**src/sbc_wd_regs.vh**
```
// constants of the watchdog and configuration unit: offsets, fields, codes, timing
// assumes inclusion by bare name from the design files of the unit that use it
//
// Contract
// - mode field bits 7:5, autonomous/timeout/window codes
// - window code in standby/sleep runs as timeout
// - period field bits 3:0 decodes eight periods
// - valid codes differ in two bits minimum
// - invalid code write discarded, spi failure captured
// - forced-normal enable keeps watchdog disabled; a mode change written in normal still resets, source 10000
// - forced-normal overrules software-development enable
// - configuration register kept in non-volatile store
// - config bits 5:4 give start-up undervoltage threshold
// - sleep-lock bit set ignores sleep commands
// - status bits 3,2 show forced-normal, sw-dev
// - status bits 1:0 show watchdog half-period phase
// - sw-dev enabled loads autonomous code after reset
// - autonomous with sw-dev keeps watchdog off
// - window: expiry or early trigger resets system
// - window: second-half trigger restarts timer
// - timeout: any trigger restarts timer
// - timeout expiry sets fail flag, again resets
// - sleep timeout expiry wakes, rxd low, supply on
// - autonomous stops in standby/sleep, wake restarts timeout
// - autonomous wake in sleep moves chip to standby
// - valid control write is a trigger unless early or a mode change in normal
// - mode write in normal resets, source 10000
// - sources 01110 early trigger, 01111 overflow
// - valid control write restarts period, sets phase 01 if watchdog active
`ifndef SBC_WD_REGS_VH
`define SBC_WD_REGS_VH

// ==========================================================
// register offsets
`define ADDR_WD_CONTROL     7'h00
`define ADDR_WD_STATUS      7'h05
`define ADDR_NV_CONFIG      7'h74

// ==========================================================
// control register fields
`define CTRL_MODE_HI        7
`define CTRL_MODE_LO        5
`define CTRL_PERIOD_HI      3
`define CTRL_PERIOD_LO      0
`define MODE_AUTONOMOUS     3'h1
`define MODE_TIMEOUT        3'h2
`define MODE_WINDOW         3'h4
`define PERIOD_8MS          4'h8
`define PERIOD_16MS         4'h1
`define PERIOD_32MS         4'h2
`define PERIOD_64MS         4'hb
`define PERIOD_128MS        4'h4
`define PERIOD_256MS        4'hd
`define PERIOD_1024MS       4'he
`define PERIOD_4096MS       4'h7
`define PERIOD_DEFAULT      4'h4

// ==========================================================
// configuration register fields
`define CFG_UV_HI           5
`define CFG_UV_LO           4
`define CFG_FORCED_NORMAL   3
`define CFG_SW_DEV          2
`define CFG_SLEEP_LOCK      0
`define CFG_FACTORY         8'h08

// ==========================================================
// status register fields
`define STAT_FORCED_NORMAL  3
`define STAT_SW_DEV         2
`define PHASE_OFF           2'h0
`define PHASE_FIRST         2'h1
`define PHASE_SECOND        2'h2

// ==========================================================
// chip modes and reset sources
`define CHIP_SLEEP          3'h1
`define CHIP_STANDBY        3'h4
`define CHIP_NORMAL         3'h7
`define RSRC_EARLY          5'h0e
`define RSRC_OVERFLOW       5'h0f
`define RSRC_ILLEGAL_MODE   5'h10

// ==========================================================
// timing
`define CLK_PERIOD_PS       5000
`define MS_TICK_TIME_NS     1000000
`define WD_MS_TICK_CYCLES   ((`MS_TICK_TIME_NS * 1000) / `CLK_PERIOD_PS)

`endif

```
**src/sbc_watchdog_config_unit.v**
```verilog
// watchdog unit with non-volatile configuration register of a system basis chip
// assumes an spi front end that presents decoded byte accesses on one clock,
// and mode logic and non-volatile store on the same clock
`timescale 1ns/10ps
`include "sbc_wd_regs.vh"
module sbc_watchdog_config_unit #(
	parameter MS_TICK_CYCLES = `WD_MS_TICK_CYCLES,
	parameter TICK_W         = 18
) (
	input  wire         core_clk_i,
	input  wire         arst_n_i,
	input  wire         reg_wr_i,
	input  wire         reg_rd_i,
	input  wire [6:0]   reg_addr_i,
	input  wire [7:0]   reg_wdata_i,
	output reg  [7:0]   reg_rdata_o,
	input  wire         spi_fail_en_i,
	output reg          spi_fail_o,
	input  wire [2:0]   chip_mode_i,
	input  wire         rxd_low_i,
	input  wire         wake_event_i,
	input  wire         sys_reset_i,
	input  wire         wd_fail_clear_i,
	input  wire         nv_valid_i,
	input  wire [7:0]   nv_data_i,
	output reg          nv_write_o,
	output reg  [7:0]   nv_wdata_o,
	input  wire         sleep_cmd_i,
	output wire         sleep_cmd_ok_o,
	output reg          sys_reset_o,
	output reg  [4:0]   reset_source_o,
	output reg          wd_fail_event_o,
	output reg          wd_wake_o,
	output reg          rxd_force_low_o,
	output reg          main_supply_on_o,
	output reg          goto_standby_o,
	output reg  [1:0]   uv_threshold_sel_o,
	output wire [1:0]   startup_uv_threshold_sel_o,
	output wire         forced_normal_flag_o,
	output wire         sw_dev_flag_o,
	output reg  [1:0]   wd_phase_o
);
	localparam ACT_OFF = 2'h0;
	localparam ACT_TO  = 2'h1;
	localparam ACT_WIN = 2'h2;

	reg         rst_meta;
	reg         rst_sync;
	wire        rst_n;
	reg  [7:0]  ctrl;
	reg  [7:0]  cfg;
	reg  [12:0] ms_cnt;
	reg  [1:0]  act;
	reg  [1:0]  act_q;
	reg  [1:0]  next_phase;
	wire        tick;
	wire        new_mode_ok;
	wire        new_period_ok;
	wire [12:0] new_period_ms;
	wire        cur_mode_ok;
	wire        cur_period_ok;
	wire [12:0] period_ms;
	wire [2:0]  wd_mode_field;
	wire [3:0]  wd_period_field;
	wire        forced_normal_enable;
	wire        sw_dev_enable;
	wire        forced_normal_state;
	wire        sw_dev_state;
	wire        chip_normal;
	wire        chip_standby;
	wire        chip_sleep;
	wire        rxd_low;
	wire        wr_ctrl;
	wire        wr_cfg;
	wire        codes_ok;
	wire        mode_change_normal;
	wire        in_first_half;
	wire        early_trigger;
	wire        good_trigger;
	wire        expire;
	wire        expire_reset;
	wire        expire_fail;
	wire        sleep_timeout_wake;
	wire        auto_wake;
	wire        reset_event;
	wire        reload_defaults;
	wire        restart;
	wire [7:0]  ctrl_default;
	wire [7:0]  nv_ctrl_default;
	wire [2:0]  act_mode;

	// ==========================================================
	// reset release through two flops
	always @(posedge core_clk_i or negedge arst_n_i) begin
		if (!arst_n_i) begin
			rst_meta <= 1'b0;
			rst_sync <= 1'b0;
		end else begin
			rst_meta <= 1'b1;
			rst_sync <= rst_meta;
		end
	end
	assign rst_n = rst_sync;

	// ==========================================================
	// field views and overrides
	assign wd_mode_field        = ctrl[`CTRL_MODE_HI:`CTRL_MODE_LO];
	assign wd_period_field      = ctrl[`CTRL_PERIOD_HI:`CTRL_PERIOD_LO];
	assign forced_normal_enable = cfg[`CFG_FORCED_NORMAL];
	assign sw_dev_enable        = cfg[`CFG_SW_DEV];
	assign forced_normal_state  = forced_normal_enable;
	assign sw_dev_state         = sw_dev_enable & ~forced_normal_enable;
	assign forced_normal_flag_o = forced_normal_state;
	assign sw_dev_flag_o        = sw_dev_state;
	assign startup_uv_threshold_sel_o = cfg[`CFG_UV_HI:`CFG_UV_LO];
	assign sleep_cmd_ok_o       = sleep_cmd_i & ~cfg[`CFG_SLEEP_LOCK];

	assign chip_normal  = (chip_mode_i == `CHIP_NORMAL);
	assign chip_standby = (chip_mode_i == `CHIP_STANDBY);
	assign chip_sleep   = (chip_mode_i == `CHIP_SLEEP);
	assign rxd_low      = rxd_low_i | rxd_force_low_o;

	// default control value; autonomous when sw-dev is on after reset
	assign ctrl_default    = {(sw_dev_state ? `MODE_AUTONOMOUS : `MODE_TIMEOUT),
		1'b0, `PERIOD_DEFAULT};
	assign nv_ctrl_default = {((nv_data_i[`CFG_SW_DEV] & ~nv_data_i[`CFG_FORCED_NORMAL]) ?
		`MODE_AUTONOMOUS : `MODE_TIMEOUT), 1'b0, `PERIOD_DEFAULT};

	// ==========================================================
	// code checks for the incoming byte and for the held byte
	wd_code_check u_new_check (
		.ctrl_i      (reg_wdata_i),
		.mode_ok_o   (new_mode_ok),
		.period_ok_o (new_period_ok),
		.period_ms_o (new_period_ms)
	);

	wd_code_check u_cur_check (
		.ctrl_i      (ctrl),
		.mode_ok_o   (cur_mode_ok),
		.period_ok_o (cur_period_ok),
		.period_ms_o (period_ms)
	);

	// ==========================================================
	// effective watchdog behaviour per chip mode
	// a good write rules in its own cycle, so phase shows 01 at once if the written mode is active in this chip mode
	assign act_mode = (wr_ctrl & codes_ok & ~mode_change_normal) ?
		reg_wdata_i[`CTRL_MODE_HI:`CTRL_MODE_LO] : wd_mode_field;

	always @* begin
		act = ACT_OFF;
		if (!forced_normal_state) begin
			case (act_mode)
				`MODE_WINDOW: begin
					if (chip_normal)
						act = ACT_WIN;
					else if (chip_standby | chip_sleep)
						act = ACT_TO;
				end
				`MODE_TIMEOUT: begin
					if (chip_normal | chip_standby | chip_sleep)
						act = ACT_TO;
				end
				`MODE_AUTONOMOUS: begin
					if (!sw_dev_state) begin
						if (chip_normal)
							act = ACT_TO;
						else if (chip_standby & rxd_low)
							act = ACT_TO;
					end
				end
				default: act = ACT_OFF;
			endcase
		end
	end

	// ==========================================================
	// accesses and trigger classification
	assign wr_ctrl  = reg_wr_i & (reg_addr_i == `ADDR_WD_CONTROL);
	assign wr_cfg   = reg_wr_i & (reg_addr_i == `ADDR_NV_CONFIG);
	assign codes_ok = new_mode_ok & new_period_ok;

	assign mode_change_normal = wr_ctrl & codes_ok & chip_normal &
		(reg_wdata_i[`CTRL_MODE_HI:`CTRL_MODE_LO] != wd_mode_field);
	assign in_first_half = (ms_cnt < {1'b0, period_ms[12:1]});
	assign early_trigger = wr_ctrl & codes_ok & ~mode_change_normal &
		(act == ACT_WIN) & in_first_half;
	assign good_trigger  = wr_ctrl & codes_ok & ~mode_change_normal &
		~early_trigger;

	assign expire = tick & (act != ACT_OFF) &
		(ms_cnt == period_ms - 13'h0001);
	assign expire_reset = expire & ~good_trigger &
		((act == ACT_WIN) | wd_fail_event_o);
	assign expire_fail  = expire & ~good_trigger & (act == ACT_TO) &
		~wd_fail_event_o;
	assign sleep_timeout_wake = expire_fail & chip_sleep;
	assign auto_wake = wake_event_i & ~forced_normal_state &
		(wd_mode_field == `MODE_AUTONOMOUS) & ~sw_dev_state &
		(chip_standby | chip_sleep);

	assign reset_event     = mode_change_normal | early_trigger | expire_reset;
	assign reload_defaults = sys_reset_o | sys_reset_i;
	// a fresh activation must start the period from zero, not mid-count
	assign restart = good_trigger | expire | reload_defaults |
		((act != ACT_OFF) & (act_q == ACT_OFF));

	// ==========================================================
	// millisecond tick and period counter
	wd_ms_tick #(
		.CYCLES (MS_TICK_CYCLES),
		.W      (TICK_W)
	) u_tick (
		.clk_i     (core_clk_i),
		.rst_n_i   (rst_n),
		.restart_i (good_trigger | reload_defaults),
		.tick_o    (tick)
	);

	always @(posedge core_clk_i or negedge rst_n) begin
		if (!rst_n) begin
			ms_cnt <= 13'h0000;
			act_q  <= ACT_OFF;
		end else begin
			act_q <= act;
			if (restart | (act == ACT_OFF))
				ms_cnt <= 13'h0000;
			else if (tick)
				ms_cnt <= ms_cnt + 13'h0001;
		end
	end

	always @* begin
		if (act == ACT_OFF)
			next_phase = `PHASE_OFF;
		else if (good_trigger | in_first_half)
			next_phase = `PHASE_FIRST;
		else
			next_phase = `PHASE_SECOND;
	end

	// ==========================================================
	// control register
	always @(posedge core_clk_i or negedge rst_n) begin
		if (!rst_n) begin
			ctrl <= {`MODE_TIMEOUT, 1'b0, `PERIOD_DEFAULT};
		end else if (nv_valid_i) begin
			ctrl <= nv_ctrl_default;
		end else if (reload_defaults) begin
			ctrl <= ctrl_default;
		end else if (good_trigger) begin
			// invalid codes never reach here, so the access is dropped whole
			ctrl <= {reg_wdata_i[7:5], 1'b0, reg_wdata_i[3:0]};
		end
	end

	// ==========================================================
	// configuration register mirrored to the non-volatile store
	always @(posedge core_clk_i or negedge rst_n) begin
		if (!rst_n) begin
			cfg                <= `CFG_FACTORY;
			uv_threshold_sel_o <= 2'h0;
			nv_write_o         <= 1'b0;
			nv_wdata_o         <= 8'h00;
		end else begin
			nv_write_o <= wr_cfg;
			if (nv_valid_i) begin
				cfg                <= nv_data_i & 8'h3d;
				uv_threshold_sel_o <= nv_data_i[`CFG_UV_HI:`CFG_UV_LO];
			end else if (wr_cfg) begin
				cfg        <= reg_wdata_i & 8'h3d;
				nv_wdata_o <= reg_wdata_i & 8'h3d;
			end
		end
	end

	// ==========================================================
	// events, reset request and wake-up outputs
	always @(posedge core_clk_i or negedge rst_n) begin
		if (!rst_n) begin
			spi_fail_o       <= 1'b0;
			sys_reset_o      <= 1'b0;
			reset_source_o   <= 5'h00;
			wd_fail_event_o  <= 1'b0;
			wd_wake_o        <= 1'b0;
			rxd_force_low_o  <= 1'b0;
			main_supply_on_o <= 1'b0;
			goto_standby_o   <= 1'b0;
			wd_phase_o       <= `PHASE_OFF;
		end else begin
			spi_fail_o     <= wr_ctrl & ~codes_ok & spi_fail_en_i;
			sys_reset_o    <= reset_event;
			goto_standby_o <= auto_wake & chip_sleep;
			wd_wake_o      <= sleep_timeout_wake | auto_wake;
			wd_phase_o     <= next_phase;
			if (mode_change_normal)
				reset_source_o <= `RSRC_ILLEGAL_MODE;
			else if (early_trigger)
				reset_source_o <= `RSRC_EARLY;
			else if (expire_reset)
				reset_source_o <= `RSRC_OVERFLOW;
			// a new failure in the clearing cycle is kept
			wd_fail_event_o <= expire_fail | (wd_fail_event_o & ~wd_fail_clear_i);
			if (sleep_timeout_wake | auto_wake)
				rxd_force_low_o <= 1'b1;
			else if (good_trigger | reload_defaults)
				rxd_force_low_o <= 1'b0;
			if (sleep_timeout_wake)
				main_supply_on_o <= 1'b1;
			else if (!chip_sleep)
				main_supply_on_o <= 1'b0;
		end
	end

	// ==========================================================
	// register read port, data valid one cycle after the strobe
	always @(posedge core_clk_i or negedge rst_n) begin
		if (!rst_n) begin
			reg_rdata_o <= 8'h00;
		end else if (reg_rd_i) begin
			case (reg_addr_i)
				`ADDR_WD_CONTROL: reg_rdata_o <= ctrl;
				`ADDR_WD_STATUS:  reg_rdata_o <= {4'h0, forced_normal_state,
					sw_dev_state, wd_phase_o};
				`ADDR_NV_CONFIG:  reg_rdata_o <= cfg;
				default:          reg_rdata_o <= 8'h00;
			endcase
		end
	end
endmodule

```
**src/wd_ms_tick.v**
```verilog
// millisecond tick divider for the watchdog period counter
// assumes one clock and a synchronous restart from the owner
`timescale 1ns/10ps
module wd_ms_tick #(
	parameter CYCLES = 200000,
	parameter W      = 18
) (
	input  wire         clk_i,
	input  wire         rst_n_i,
	input  wire         restart_i,
	output reg          tick_o
);
	reg [W-1:0] div;

	// ==========================================================
	// divider; restart realigns so a new period starts on a whole ms
	always @(posedge clk_i or negedge rst_n_i) begin
		if (!rst_n_i) begin
			div    <= {W{1'b0}};
			tick_o <= 1'b0;
		end else if (restart_i) begin
			div    <= {W{1'b0}};
			tick_o <= 1'b0;
		end else if (div == CYCLES[W-1:0] - {{(W-1){1'b0}}, 1'b1}) begin
			div    <= {W{1'b0}};
			tick_o <= 1'b1;
		end else begin
			div    <= div + {{(W-1){1'b0}}, 1'b1};
			tick_o <= 1'b0;
		end
	end
endmodule

```
**src/wd_code_check.v**
```verilog
// checks mode and period codes of a control byte and decodes the period in ms
// assumes a purely combinational use by the owner
`timescale 1ns/10ps
`include "sbc_wd_regs.vh"
module wd_code_check (
	input  wire [7:0]   ctrl_i,
	output reg          mode_ok_o,
	output reg          period_ok_o,
	output reg  [12:0]  period_ms_o
);
	wire [2:0] mode;
	wire [3:0] period;

	assign mode   = ctrl_i[`CTRL_MODE_HI:`CTRL_MODE_LO];
	assign period = ctrl_i[`CTRL_PERIOD_HI:`CTRL_PERIOD_LO];

	// ==========================================================
	// redundant codes: any single flipped bit lands on an invalid code
	always @* begin
		case (mode)
			`MODE_AUTONOMOUS: mode_ok_o = 1'b1;
			`MODE_TIMEOUT:    mode_ok_o = 1'b1;
			`MODE_WINDOW:     mode_ok_o = 1'b1;
			default:          mode_ok_o = 1'b0;
		endcase
	end

	always @* begin
		period_ok_o = 1'b1;
		case (period)
			`PERIOD_8MS:    period_ms_o = 13'h0008;
			`PERIOD_16MS:   period_ms_o = 13'h0010;
			`PERIOD_32MS:   period_ms_o = 13'h0020;
			`PERIOD_64MS:   period_ms_o = 13'h0040;
			`PERIOD_128MS:  period_ms_o = 13'h0080;
			`PERIOD_256MS:  period_ms_o = 13'h0100;
			`PERIOD_1024MS: period_ms_o = 13'h0400;
			`PERIOD_4096MS: period_ms_o = 13'h1000;
			default: begin
				period_ok_o = 1'b0;
				period_ms_o = 13'h0080;
			end
		endcase
	end
endmodule

```
**config.mk**
```make
export PLATFORM = sky130hd
export DESIGN_NAME = sbc_watchdog_config_unit
export DESIGN_NICKNAME = d
export VERILOG_FILES = /design/src/sbc_watchdog_config_unit.v /design/src/wd_ms_tick.v /design/src/wd_code_check.v
export VERILOG_INCLUDE_DIRS = /design/src
export SDC_FILE = /design/constraint.sdc
export NUM_CORES = 1
export LEC_CHECK = 0
export BUFFER_PORTS_ARGS = -buffer_cell sky130_fd_sc_hd__buf_2
export CORE_UTILIZATION = 25
export DETAILED_ROUTE_END_ITERATION = 8
export PLACE_DENSITY_LB_ADDON = 0.25
export SLEW_MARGIN = 20
export SYNTH_ARGS = -nofsm -noshare
export SYNTH_HDL_FRONTEND = slang
export SYNTH_SLANG_ARGS = --single-unit
```
**constraint.sdc**
```tcl
create_clock -name core_clk_i -period 2.33 [get_ports core_clk_i]
set_input_delay 0 -clock core_clk_i [delete_from_list [all_inputs] [get_ports core_clk_i]]
set_output_delay 0 -clock core_clk_i [all_outputs]
set_load 0.05 [all_outputs]
```
==> impl_metrics.json, run 1 <==
{
  "route.detailed.drc": 2,
  "rr_worst_depth": 12,
  "hold_class": "in -> reg",
  "die_h_um": 138.3,
  "min_to": "goto_standby_o$_DFF_PN0_",
  "dr.pass1.iters": 6,
  "fmax_mhz": 348.7,
  "wirelength_mm": 13.70,
  "synth_cells": 504,
  "setup_violations": 49,
  "die_area_sq_um": 19120,
  "cp_max_fo": 6,
  "leakagePower_nw": 2.910,
  "synth_top_area_cell": "dfrtp_1",
  "via_count": 4288,
  "end_kind": "flop",
  "min_from": "chip_mode_i[1]",
  "drt_iter0_drc": 191,
  "intPower_mw": 2.500,
  "cts-root-buf": "clkbuf_16",
  "cts_buffer_depth": 2,
  "synth_top_area_share_pct": 39.35,
  "start_util_pct": 25.67,
  "ys_warn_count": 0,
  "synth_area_sq_um": 4642,
  "ant_nets": 0,
  "pwr-share-clk_pct": 45.3,
  "worstPathArrival_ns": 3.07,
  "ys.flop_type": "dfrtp_1",
  "final_max_slew_viol_count": 0,
  "switching_share_pct": 26.60,
  "postPlaceCellArea_sq_um": 5707,
  "startpoint_type": "flop",
  "skew_ns": 0.007634,
  "grt_pass1_vias": 4412,
  "place_hpwl_mm": 9.676,
  "drive_above_1_share_pct": 40.72,
  "fin_nets": 710,
  "detail_route.wl_per_cell_um": 15.27,
  "grtUsageTotal_pct": 14.84,
  "synth_most_common_cell": "dfrtp_1",
  "p_comb_share_pct": 14.1,
  "fin_crit_ns": 2.868,
  "r2r_slack_ns": -0.54,
  "synthToLayoutAreaGrowth_pct": 46.23,
  "clock_latency_ns": 0.34,
  "maxCapViolCount": 0,
  "status": "complete, but fails checks",
  "final_cells": 897,
  "worstReg2RegEnd": "ms_cnt[10]$_DFFE_PN0P_",
  "port_buffers": 68,
  "synth_seq_cells": 76,
  "synth_area_leaders": "dfrtp_1 39%, xnor2_1 5.1%, nor2_1 4.7%",
  "grt-ovfl-total": 0,
  "ys_top_cells_by_count": "73 x dfrtp_1, 58 x nor2_1, 47 x nand2_1",
  "via_per_inst": 4.780,
  "slew_headroom_pct": 64.54,
  "hold_viol": 0,
  "ios": 75,
  "rsz0062_at_grt": "yes",
  "die_w_um": 138.3,
  "syn_area_per_cell_sq_um": 9.210,
  "setup_slack_ns": -0.5381,
  "p_seq_share_pct": 40.6,
  "place_inst": 841,
  "hold-path-cell-count": 3,
  "fin_area_sq_um": 6788,
  "register_area_sq_um": 1911,
  "num_rows": 49,
  "n_fill_cell": 1799,
  "synthArstFlopShare_pct": 100.0,
  "synth-edff-count": 0,
  "antenna_cells": 0,
  "failed_checks": "DRC, setup timing",
  "switchingPower_mw": 0.9063,
  "ir_drop_mv": 0.3037,
  "worst_ep_required_time_ns": 2.53,
  "cts_buffers": 9,
  "tritoncts": "done",
  "ctsHtreeMaxLevel": 3,
  "worst_pin_slew_ns": 0.5252,
  "yosysSeqAreaShare_pct": 41.05,
  "power.density_nw_per_um2": 501.9,
  "utilization_pct": 37.53,
  "routabilityCongestion": 0.8117,
  "multi_input_area_sq_um": 2884,
  "antenna_found_initial": 0,
  "grt_pass1_wl_mm": 22.80,
  "path_class": "reg -> reg",
  "core-area_sq_um": 18090,
  "clk_pin_slew_worst_paths_ns": 0.06,
  "ys_types": 71,
  "grt_start_max_net_pins": 75,
  "r2r-start": "ctrl[2]$_DFFE_PN1P_",
  "period_share_pct": 123.1,
  "cts.sinks": 76
}
-- metrics by stage --
stage / setup slack, ns / hold WS, ns / power (mW) / setup TNS (ns)
after floorplan: -0.8186 / -0.2956 / 1.675 / -22.78
after global placement: -0.6534 / -0.2159 / 1.807 / -24.56
after detailed placement: -0.6628 / -0.2125 / 1.810 / -24.14
after CTS: -0.5951 / 0.005738 / 3.411 / -17.54
after global routing: -0.6636 / 0.02871 / 3.546 / -25.69
final: -0.5381 / 0.01618 / 3.406 / -18.92
-- registers in the layout, summed over array words and instances (netlist names) --
name and count:
cfg 5, sys_reset_o 1, reg_rdata_o 8, rxd_force_low_o 1, u_tick.div 18, act_q 2
nv_write_o 1, reset_source_o 3, uv_threshold_sel_o 2, nv_wdata_o 5, goto_standby_o 1, rst_n 1
wd_fail_event_o 1, rst_meta 1, main_supply_on_o 1, spi_fail_o 1, wd_phase_o 2, u_tick.tick_o 1
ctrl 7, wd_wake_o 1, ms_cnt 13
-- power by group through the flow --
| stage | registers [mW] | clock network (mW) | logic (mW) |
|---|---|---|---|
| 2_1_floorplan | 1.48 | 0 | 0.193 |
| 3_3_place_gp | 1.41 | 0 | 0.401 |
| 3_5_place_dp | 1.41 | 0 | 0.405 |
| 4_1_cts | 1.38 | 1.58 | 0.446 |
| 5_1_grt | 1.39 | 1.65 | 0.514 |
| 6_report | 1.38 | 1.54 | 0.480 |
-- worst max path at each step --
| stage | from | endpoint | slack, ns |
|---|---|---|---|
| after floorplan | ctrl[2]$_DFFE_PN1P_ | ms_cnt[2]$_DFFE_PN0P_ | -0.82 |
| after global placement | ctrl[1]$_DFFE_PN0P_ | reset_source_o[4]$_DFFE_PN0P_ | -0.65 |
| after detailed placement | ctrl[3]$_DFFE_PN0P_ | ms_cnt[12]$_DFFE_PN0P_ | -0.66 |
| after CTS | ctrl[1]$_DFFE_PN0P_ | main_supply_on_o$_DFFE_PN0P_ | -0.60 |
| after global routing | ctrl[2]$_DFFE_PN1P_ | main_supply_on_o$_DFFE_PN0P_ | -0.66 |
| final | ctrl[2]$_DFFE_PN1P_ | ms_cnt[10]$_DFFE_PN0P_ | -0.54 |
-- per-layer routing --
metal | part of all wire, % | global-route usage (%) | wire, um
met5 | 0 | 0 | 0
met3 | 2.4 | 2.044 | 326
met4 | 2.3 | 6.801 | 312
met1 | 47 | 19.41 | 6428
met2 | 48 | 24.38 | 6627
-- cell families (layout without fill, tap and decap cells) --
| kind of cell | Yosys count | count (layout) | share of synthesized area [%] |
|---|---|---|---|
| and+or+nand+nor | 216 | 217 | 25.28 |
| AOI/OAI and AO/OA | 87 | 87 | 12.83 |
| DFF | 76 | 76 | 41.05 |
| buffers and inverters | 53 | 214 | 5.984 |
| xor gates and xnor gates | 46 | 46 | 8.679 |
| muxes | 13 | 13 | 3.100 |
| adders and majority gates | 11 | 11 | 2.911 |
| other | 2 | 4 | 0.1618 |
-- cell usage in the layout, fill, tap and decap left out, types with 5 or more instances in the layout --
master / count
buf_4: 79
dfrtp_1: 69
buf_2: 68
nor2_1: 50
nand2_1: 41
nand3_1: 27
xnor2_1: 24
inv_1: 22
o21ai_0: 22
xor2_1: 19
dlygate4sd3_1: 17
a21oi_1: 15
nor3_1: 11
clkbuf_16: 10
and3_1: 9
nor4_2: 7
ha_1: 7
nor2_2: 6
a21oi_2: 6
nand4_1: 6
nor4_4: 6
mux2i_1: 6
buf_6: 6
nand2_2: 5
or2_2: 5
mux2_2: 5
buf_12: 5
-- cell type report --
class,instances,share of cell area (%)
Clock buffer,11,3.576
Clock inverter,5,1.253
Inverter,22,1.217
Multi-Input combinational cell,378,42.49
Sequential cell,76,28.15
Tap cell,229,4.221
Timing Repair Buffer,176,19.10
-- critical path, cell delays in order, from the launching register on --
cell       delay, ns
dfstp_2         0.40
buf_12          0.14
nor4b_4         0.29
inv_1           0.10
ha_4            0.24
xnor2_2         0.12
or3_4           0.35
a2111oi_4       0.24
o2111ai_2       0.16
a21oi_2         0.26
buf_4           0.17
or3b_4          0.22
nor4_2          0.05
-- what timing repair did --
item                                    CTS  global route
pin swaps                                26            22
setup buffers                            12            10
hold endpoints to repair                 20             0
gates cloned                              1             1
hold buffers                             17             0
gates resized for setup                  55            22
endpoints found under the setup margin   49            49
No activity file was read; power rests on OpenSTA's default activity.
==> run 2, diff against run 1 <==
--- a/config.mk
+++ b/config.mk
@@ -9,8 +9,8 @@
 export BUFFER_PORTS_ARGS = -buffer_cell sky130_fd_sc_hd__buf_2
 export CORE_UTILIZATION = 25
 export DETAILED_ROUTE_END_ITERATION = 8
-export PLACE_DENSITY_LB_ADDON = 0.25
-export SLEW_MARGIN = 20
+export GPL_TIMING_DRIVEN = 1
+export PLACE_DENSITY = 0.42
 export SYNTH_ARGS = -nofsm -noshare
 export SYNTH_HDL_FRONTEND = slang
 export SYNTH_SLANG_ARGS = --single-unit
==> run 2 against run 1 <==
Effect of this change:
- the run still ends with DRC, setup timing left
- clock power rose by 3%
- count of clock-buffer cells in the layout rose by 2
- critical path depth fell by 1
- utilization rose by 2.1 points
- largest power group unchanged
==> impl_metrics.json, run 2 (synthesized netlist as in run 1, its figures left out) <==
{
  "r2r-start": "ctrl[2]$_DFFE_PN1P_",
  "final_max_slew_viol_count": 0,
  "ctsHtreeMaxLevel": 3,
  "num_rows": 49,
  "intPower_mw": 2.564,
  "most-common-layout-cells": "70 x dfrtp_1, 70 x buf_4, 68 x buf_2",
  "die_h_um": 138.3,
  "hold_ws_ns": 0.01719,
  "pre_cts_slack_ns": -0.7646,
  "cts.sinks": 76,
  "setup_violations": 48,
  "die_area_sq_um": 19120,
  "hold-path-cell-count": 3,
  "route.detailed.drc": 6,
  "skew_ns": 0.009786,
  "r2r_slack_ns": -0.65,
  "core-area_sq_um": 18090,
  "via_count": 4337,
  "power_mw": 3.478,
  "ant_nets": 0,
  "cts_buffers": 9,
  "place_hpwl_mm": 10.17,
  "switching_share_pct": 26.28,
  "power.density_nw_per_um2": 484.8,
  "cts-root-buf": "clkbuf_16",
  "biggestRegsByFlops": "u_tick.div (18), ms_cnt (13), reg_rdata_o (8)",
  "rr_worst_depth": 11,
  "hold_viol": 0,
  "cp_max_fo": 7,
  "rsz0062_at_grt": "yes",
  "drt_iter0_drc": 208,
  "worst_ep_required_time_ns": 2.57,
  "switchingPower_mw": 0.9139,
  "slew_headroom_pct": 52.79,
  "detail_route.wl_per_cell_um": 16.08,
  "p_seq_share_pct": 40.0,
  "setup_slack_ns": -0.6453,
  "port_buffers": 68,
  "regMostFlops": "u_tick.div",
  "min_from": "reg_wdata_i[0]",
  "pwr-share-clk_pct": 45.8,
  "grt-ovfl-total": 0,
  "hold_class": "in -> reg",
  "end_kind": "flop",
  "fmax_mhz": 336.1,
  "min_to": "cfg[0]$_DFFE_PN0P_",
  "grtUsageTotal_pct": 15.95,
  "ios": 75,
  "grt_pass1_wl_mm": 24.12,
  "antenna_found_initial": 0,
  "maxCapViolCount": 0,
  "synthToLayoutAreaGrowth_pct": 54.56,
  "largest_reg_flops": 18,
  "status": "complete, but fails checks",
  "worstPathArrival_ns": 3.22,
  "clock_latency_ns": 0.35,
  "grt_start_max_net_pins": 44,
  "fin_crit_ns": 2.975,
  "routabilityCongestion": 0.8171,
  "worst_pin_slew_ns": 0.7028,
  "startpoint_type": "flop",
  "via_per_inst": 4.771,
  "ir_drop_mv": 0.2572,
  "p_comb_share_pct": 14.1,
  "cts_buffer_depth": 2,
  "fin_nets": 722,
  "start_util_pct": 25.67,
  "failed_checks": "DRC, setup timing",
  "drive_above_1_share_pct": 43.97,
  "antenna_cells": 0,
  "grt_pass1_vias": 4544,
  "worstReg2RegEnd": "ms_cnt[8]$_DFFE_PN0P_",
  "die_w_um": 138.3,
  "leakagePower_nw": 3.009,
  "clk_pin_slew_worst_paths_ns": 0.06,
  "path_class": "reg -> reg",
  "tritoncts": "done",
  "dr.pass1.iters": 6,
  "period_share_pct": 127.7,
  "wirelength_mm": 14.61
}
## run 2: layout make-up
| type | count | area [sq um] |
|---|---|---|
| Timing Repair Buffer | 188 | 1476 |
| Sequential cell | 76 | 1912 |
| Clock inverter | 3 | 67.56 |
| Multi-Input combinational cell | 378 | 3075 |
| Inverter | 22 | 86.33 |
| Fill cell | 1795 | 10910 |
| Tap cell | 229 | 286.5 |
| Clock buffer | 13 | 270.3 |
## run 2: per-layer routing
layer  global-route usage (%)  share of wire [%]  up-vias
li1                         -                  -     2122
met1                    21.07                 45     2134
met2                    26.07                 50       68
met3                    2.771                3.4       13
met4                    6.032                1.1        0
met5                        0                  0        -
## run 2: worst max-delay path, stage by stage (launching register included)
cell and delay, ns:
dfstp_2 0.62, nand4b_1 0.20, buf_4 0.20, nand2_1 0.09
ha_4 0.21, nor2b_1 0.15, o311ai_4 0.32, nand3_4 0.13
a21boi_4 0.21, or3b_4 0.46, buf_12 0.16, nor4_2 0.14
## run 2: worst max-delay path by stage
| stage | startpoint | to | slack (ns) | cells past startpoint |
|---|---|---|---|---|
| after detailed placement | ctrl[2]$_DFFE_PN1P_ | ms_cnt[2]$_DFFE_PN0P_ | -0.76 | 11 |
| after CTS | ctrl[0]$_DFFE_PN0P_ | main_supply_on_o$_DFFE_PN0P_ | -0.56 | 12 |
| after global placement | ctrl[0]$_DFFE_PN0P_ | reset_source_o[4]$_DFFE_PN0P_ | -0.57 | 12 |
| final | ctrl[2]$_DFFE_PN1P_ | ms_cnt[8]$_DFFE_PN0P_ | -0.65 | 11 |
| after floorplan | ctrl[2]$_DFFE_PN1P_ | ms_cnt[2]$_DFFE_PN0P_ | -0.82 | 16 |
| after global routing | ctrl[2]$_DFFE_PN1P_ | ms_cnt[1]$_DFFE_PN0P_ | -0.80 | 10 |
## run 2: repair_timing
action / CTS / global route
resized for setup: 106 / 33
buffers inserted: 19 / 8
cloned: 2 / 0
hold buffers: 20 / 0
endpoints found under the hold margin: 23 / 0
endpoints found under the setup margin: 49 / 49
pin swaps: 45 / 21
## run 2: stage by stage
stage | instances | setup TNS (ns) | instance area, sq um | util, %
after floorplan | 506 | -22.78 | 4727 | -
after global placement | 845 | -21.73 | 5727 | 31.66
after detailed placement | 845 | -26.45 | 5727 | 31.66
after CTS | 902 | -18.93 | 6902 | 38.16
after global routing | 909 | -29.65 | 7174 | 39.67
final | 909 | -23.10 | 7174 | 39.67
## run 2: power by group through the flow
| stage | registers [mW] | logic (mW) | clock network [mW] |
|---|---|---|---|
| 6_report | 1.39 | 0.492 | 1.59 |
| 4_1_cts | 1.39 | 0.474 | 1.64 |
| 5_1_grt | 1.40 | 0.526 | 1.68 |
| 2_1_floorplan | 1.48 | 0.193 | 0 |
| 3_5_place_dp | 1.42 | 0.404 | 0 |
| 3_3_place_gp | 1.42 | 0.403 | 0 |
==> run 3, diff against run 2 <==
==> constraint.sdc (replaced) <==
create_clock -name core_clk_i -period 2.33 [get_ports core_clk_i]
set_input_delay 0.466 -clock core_clk_i [delete_from_list [all_inputs] [get_ports core_clk_i]]
set_output_delay 0.466 -clock core_clk_i [all_outputs]
set_load 0.05 [all_outputs]
==> run 3 against run 2 <==
Effect of this change:
- the run still ends with DRC, setup timing left
- flip-flop and latch count stayed put
- register-to-register slack hardly changed
- global-route usage down 0.30 points
- sequential power about the same
- combinational power decreased by 4.5%
- first-iteration DRC count grew 0.48%
- critical endpoint is now ms_cnt[4]$_DFFE_PN0P_
- highest routed layer unchanged
==> impl_metrics.json, run 3 (synthesized netlist as in run 1, its figures left out) <==
{
  "ant_nets": 0,
  "maxCapViolCount": 0,
  "drt_iter0_drc": 209,
  "failed_checks": "DRC, setup timing",
  "ios": 75,
  "critPathMostFrequentCell": "buf_4",
  "r2r-start": "ctrl[0]$_DFFE_PN0P_",
  "gr-max-usage-layer": "met2",
  "path_class": "reg -> reg",
  "regMostFlops": "u_tick.div",
  "fin_crit_ns": 2.962,
  "dr.pass1.iters": 6,
  "worst_pin_slew_ns": 0.7589,
  "min_from": "wd_fail_clear_i",
  "via_per_inst": 4.825,
  "fmax_mhz": 337.6,
  "final_cells": 908,
  "grt_start_max_net_pins": 43,
  "setup_slack_ns": -0.6322,
  "met1_usage_pct": 20.78,
  "cts-root-buf": "clkbuf_16",
  "leakagePower_nw": 2.990,
  "worst_ep_required_time_ns": 2.58,
  "grt_pass1_vias": 4487,
  "antenna_cells": 0,
  "cts_buffers": 9,
  "hold_class": "in -> reg",
  "core-area_sq_um": 18090,
  "grt_pass1_wl_mm": 23.60,
  "routabilityCongestion": 0.8400,
  "wirelength_mm": 14.47,
  "die_area_sq_um": 19120,
  "synthToLayoutAreaGrowth_pct": 48.30,
  "port_buffers": 68,
  "slowest_stage": "or3b_4",
  "start_util_pct": 25.67,
  "grt.met3_usage_pct": 2.321,
  "layout_commonest_cell": "buf_4",
  "slew_headroom_pct": 48.76,
  "n_fill_cell": 1818,
  "die_h_um": 138.3,
  "grtUsageMet2_pct": 25.91,
  "pre_cts_slack_ns": -0.7594,
  "startpoint_type": "flop",
  "hold_viol": 0,
  "setup_violations": 49,
  "cp_slowest_stage_delay_ns": 0.48,
  "route.detailed.drc": 4,
  "most-common-layout-cells": "101 x buf_4, 70 x dfrtp_1, 66 x buf_2",
  "die_w_um": 138.3,
  "ctsHtreeMaxLevel": 3,
  "place_hpwl_mm": 10.23,
  "utilization_pct": 38.06,
  "cp_max_fo": 7,
  "power.density_nw_per_um2": 490.7,
  "skew_ns": 0.008812,
  "ir_drop_mv": 0.3968,
  "clk_pin_slew_worst_paths_ns": 0.06,
  "rsz0062_at_grt": "yes",
  "final_max_slew_viol_count": 0,
  "drive_above_1_share_pct": 44.92,
  "grtUsageTotal_pct": 15.65,
  "antenna_found_initial": 0,
  "tritoncts": "done",
  "cp.buffers_inverters": 3,
  "cts.sinks": 76,
  "via_count": 4381,
  "largest_reg_flops": 18,
  "power_mw": 3.378,
  "place_inst": 861,
  "status": "complete, but fails checks",
  "detail_route.wl_per_cell_um": 15.94,
  "cts_buffer_depth": 2,
  "crit_family": "simple AND/OR/NAND/NOR gates",
  "clock_latency_ns": 0.35,
  "critPathLaunch": "ctrl[0]$_DFFE_PN0P_",
  "num_rows": 49,
  "fin_nets": 721,
  "biggestRegsByFlops": "u_tick.div (18), ms_cnt (13), reg_rdata_o (8)",
  "crit_chain": "buf_4, nor4b_4, buf_4, inv_1, ha_1, a21oi_2, nor2b_4, o311ai_4, nand3_4, a21boi_4, or3b_4, nor4_1",
  "finalSetupTns_ns": -22.69,
  "worstPathArrival_ns": 3.21,
  "grt-ovfl-total": 0,
  "period_share_pct": 127.1,
  "end_kind": "flop"
}
[run 3: final cells by class]
cell class	instances	area [sq um]	area share, %
timing repair buffer	187	1359	19.74
tap	229	286.5	4.162
clock buffer	13	280.3	4.071
multi-input combinational	378	2922	42.44
sequential	76	1912	27.77
inverter	22	82.58	1.200
clock inverter	3	42.54	0.6180
[run 3: repair_timing]
action	in CTS	in global routing
setup endpoints to repair	50	50
gates resized for setup	60	43
pin swaps	19	21
endpoints found under the hold margin	2	0
hold buffers	1	0
gates cloned	3	0
setup buffers	21	12
[run 3: routing by layer]
| metal | part of all wire, % | wire (um) | vias up |
|---|---|---|---|
| met5 | 0 | 0 | - |
| met4 | 1.7 | 250 | 0 |
| met3 | 3.4 | 498 | 17 |
| met2 | 48 | 6971 | 67 |
| met1 | 47 | 6753 | 2177 |
| li1 | - | - | 2120 |
[run 3: power by group]
part | total [mW] | internal, mW | switching (mW)
Sequential | 1.39 | 1.36 | 0.0362
Clock | 1.51 | 0.945 | 0.569
Combinational | 0.470 | 0.171 | 0.299
[run 3: metrics by stage]
step / cell area, sq um / hold slack (ns)
finish: 6884 / 0.2837
global route: 6884 / 0.3030
CTS: 6639 / 0.2673
detailed placement: 5829 / 0.2525
global placement: 5829 / 0.2505
floorplan: 4722 / 0.1704
[run 3: worst paths after layout]
path                            cells after the start  slack (ns)                       endpoint
worst max-delay path                               12       -0.63          ms_cnt[4]$_DFFE_PN0P_
worst min-delay path                                2        0.28      wd_fail_event_o$_DFF_PN0_
worst max register to register                     12       -0.63          ms_cnt[4]$_DFFE_PN0P_
worst min register to register                      0        0.29  reset_source_o[3]$_DFFE_PN0P_
max in group asynchronous                           1        1.44             act_q[1]$_DFF_PN0_
min in group asynchronous                           0        0.29  reset_source_o[3]$_DFFE_PN0P_
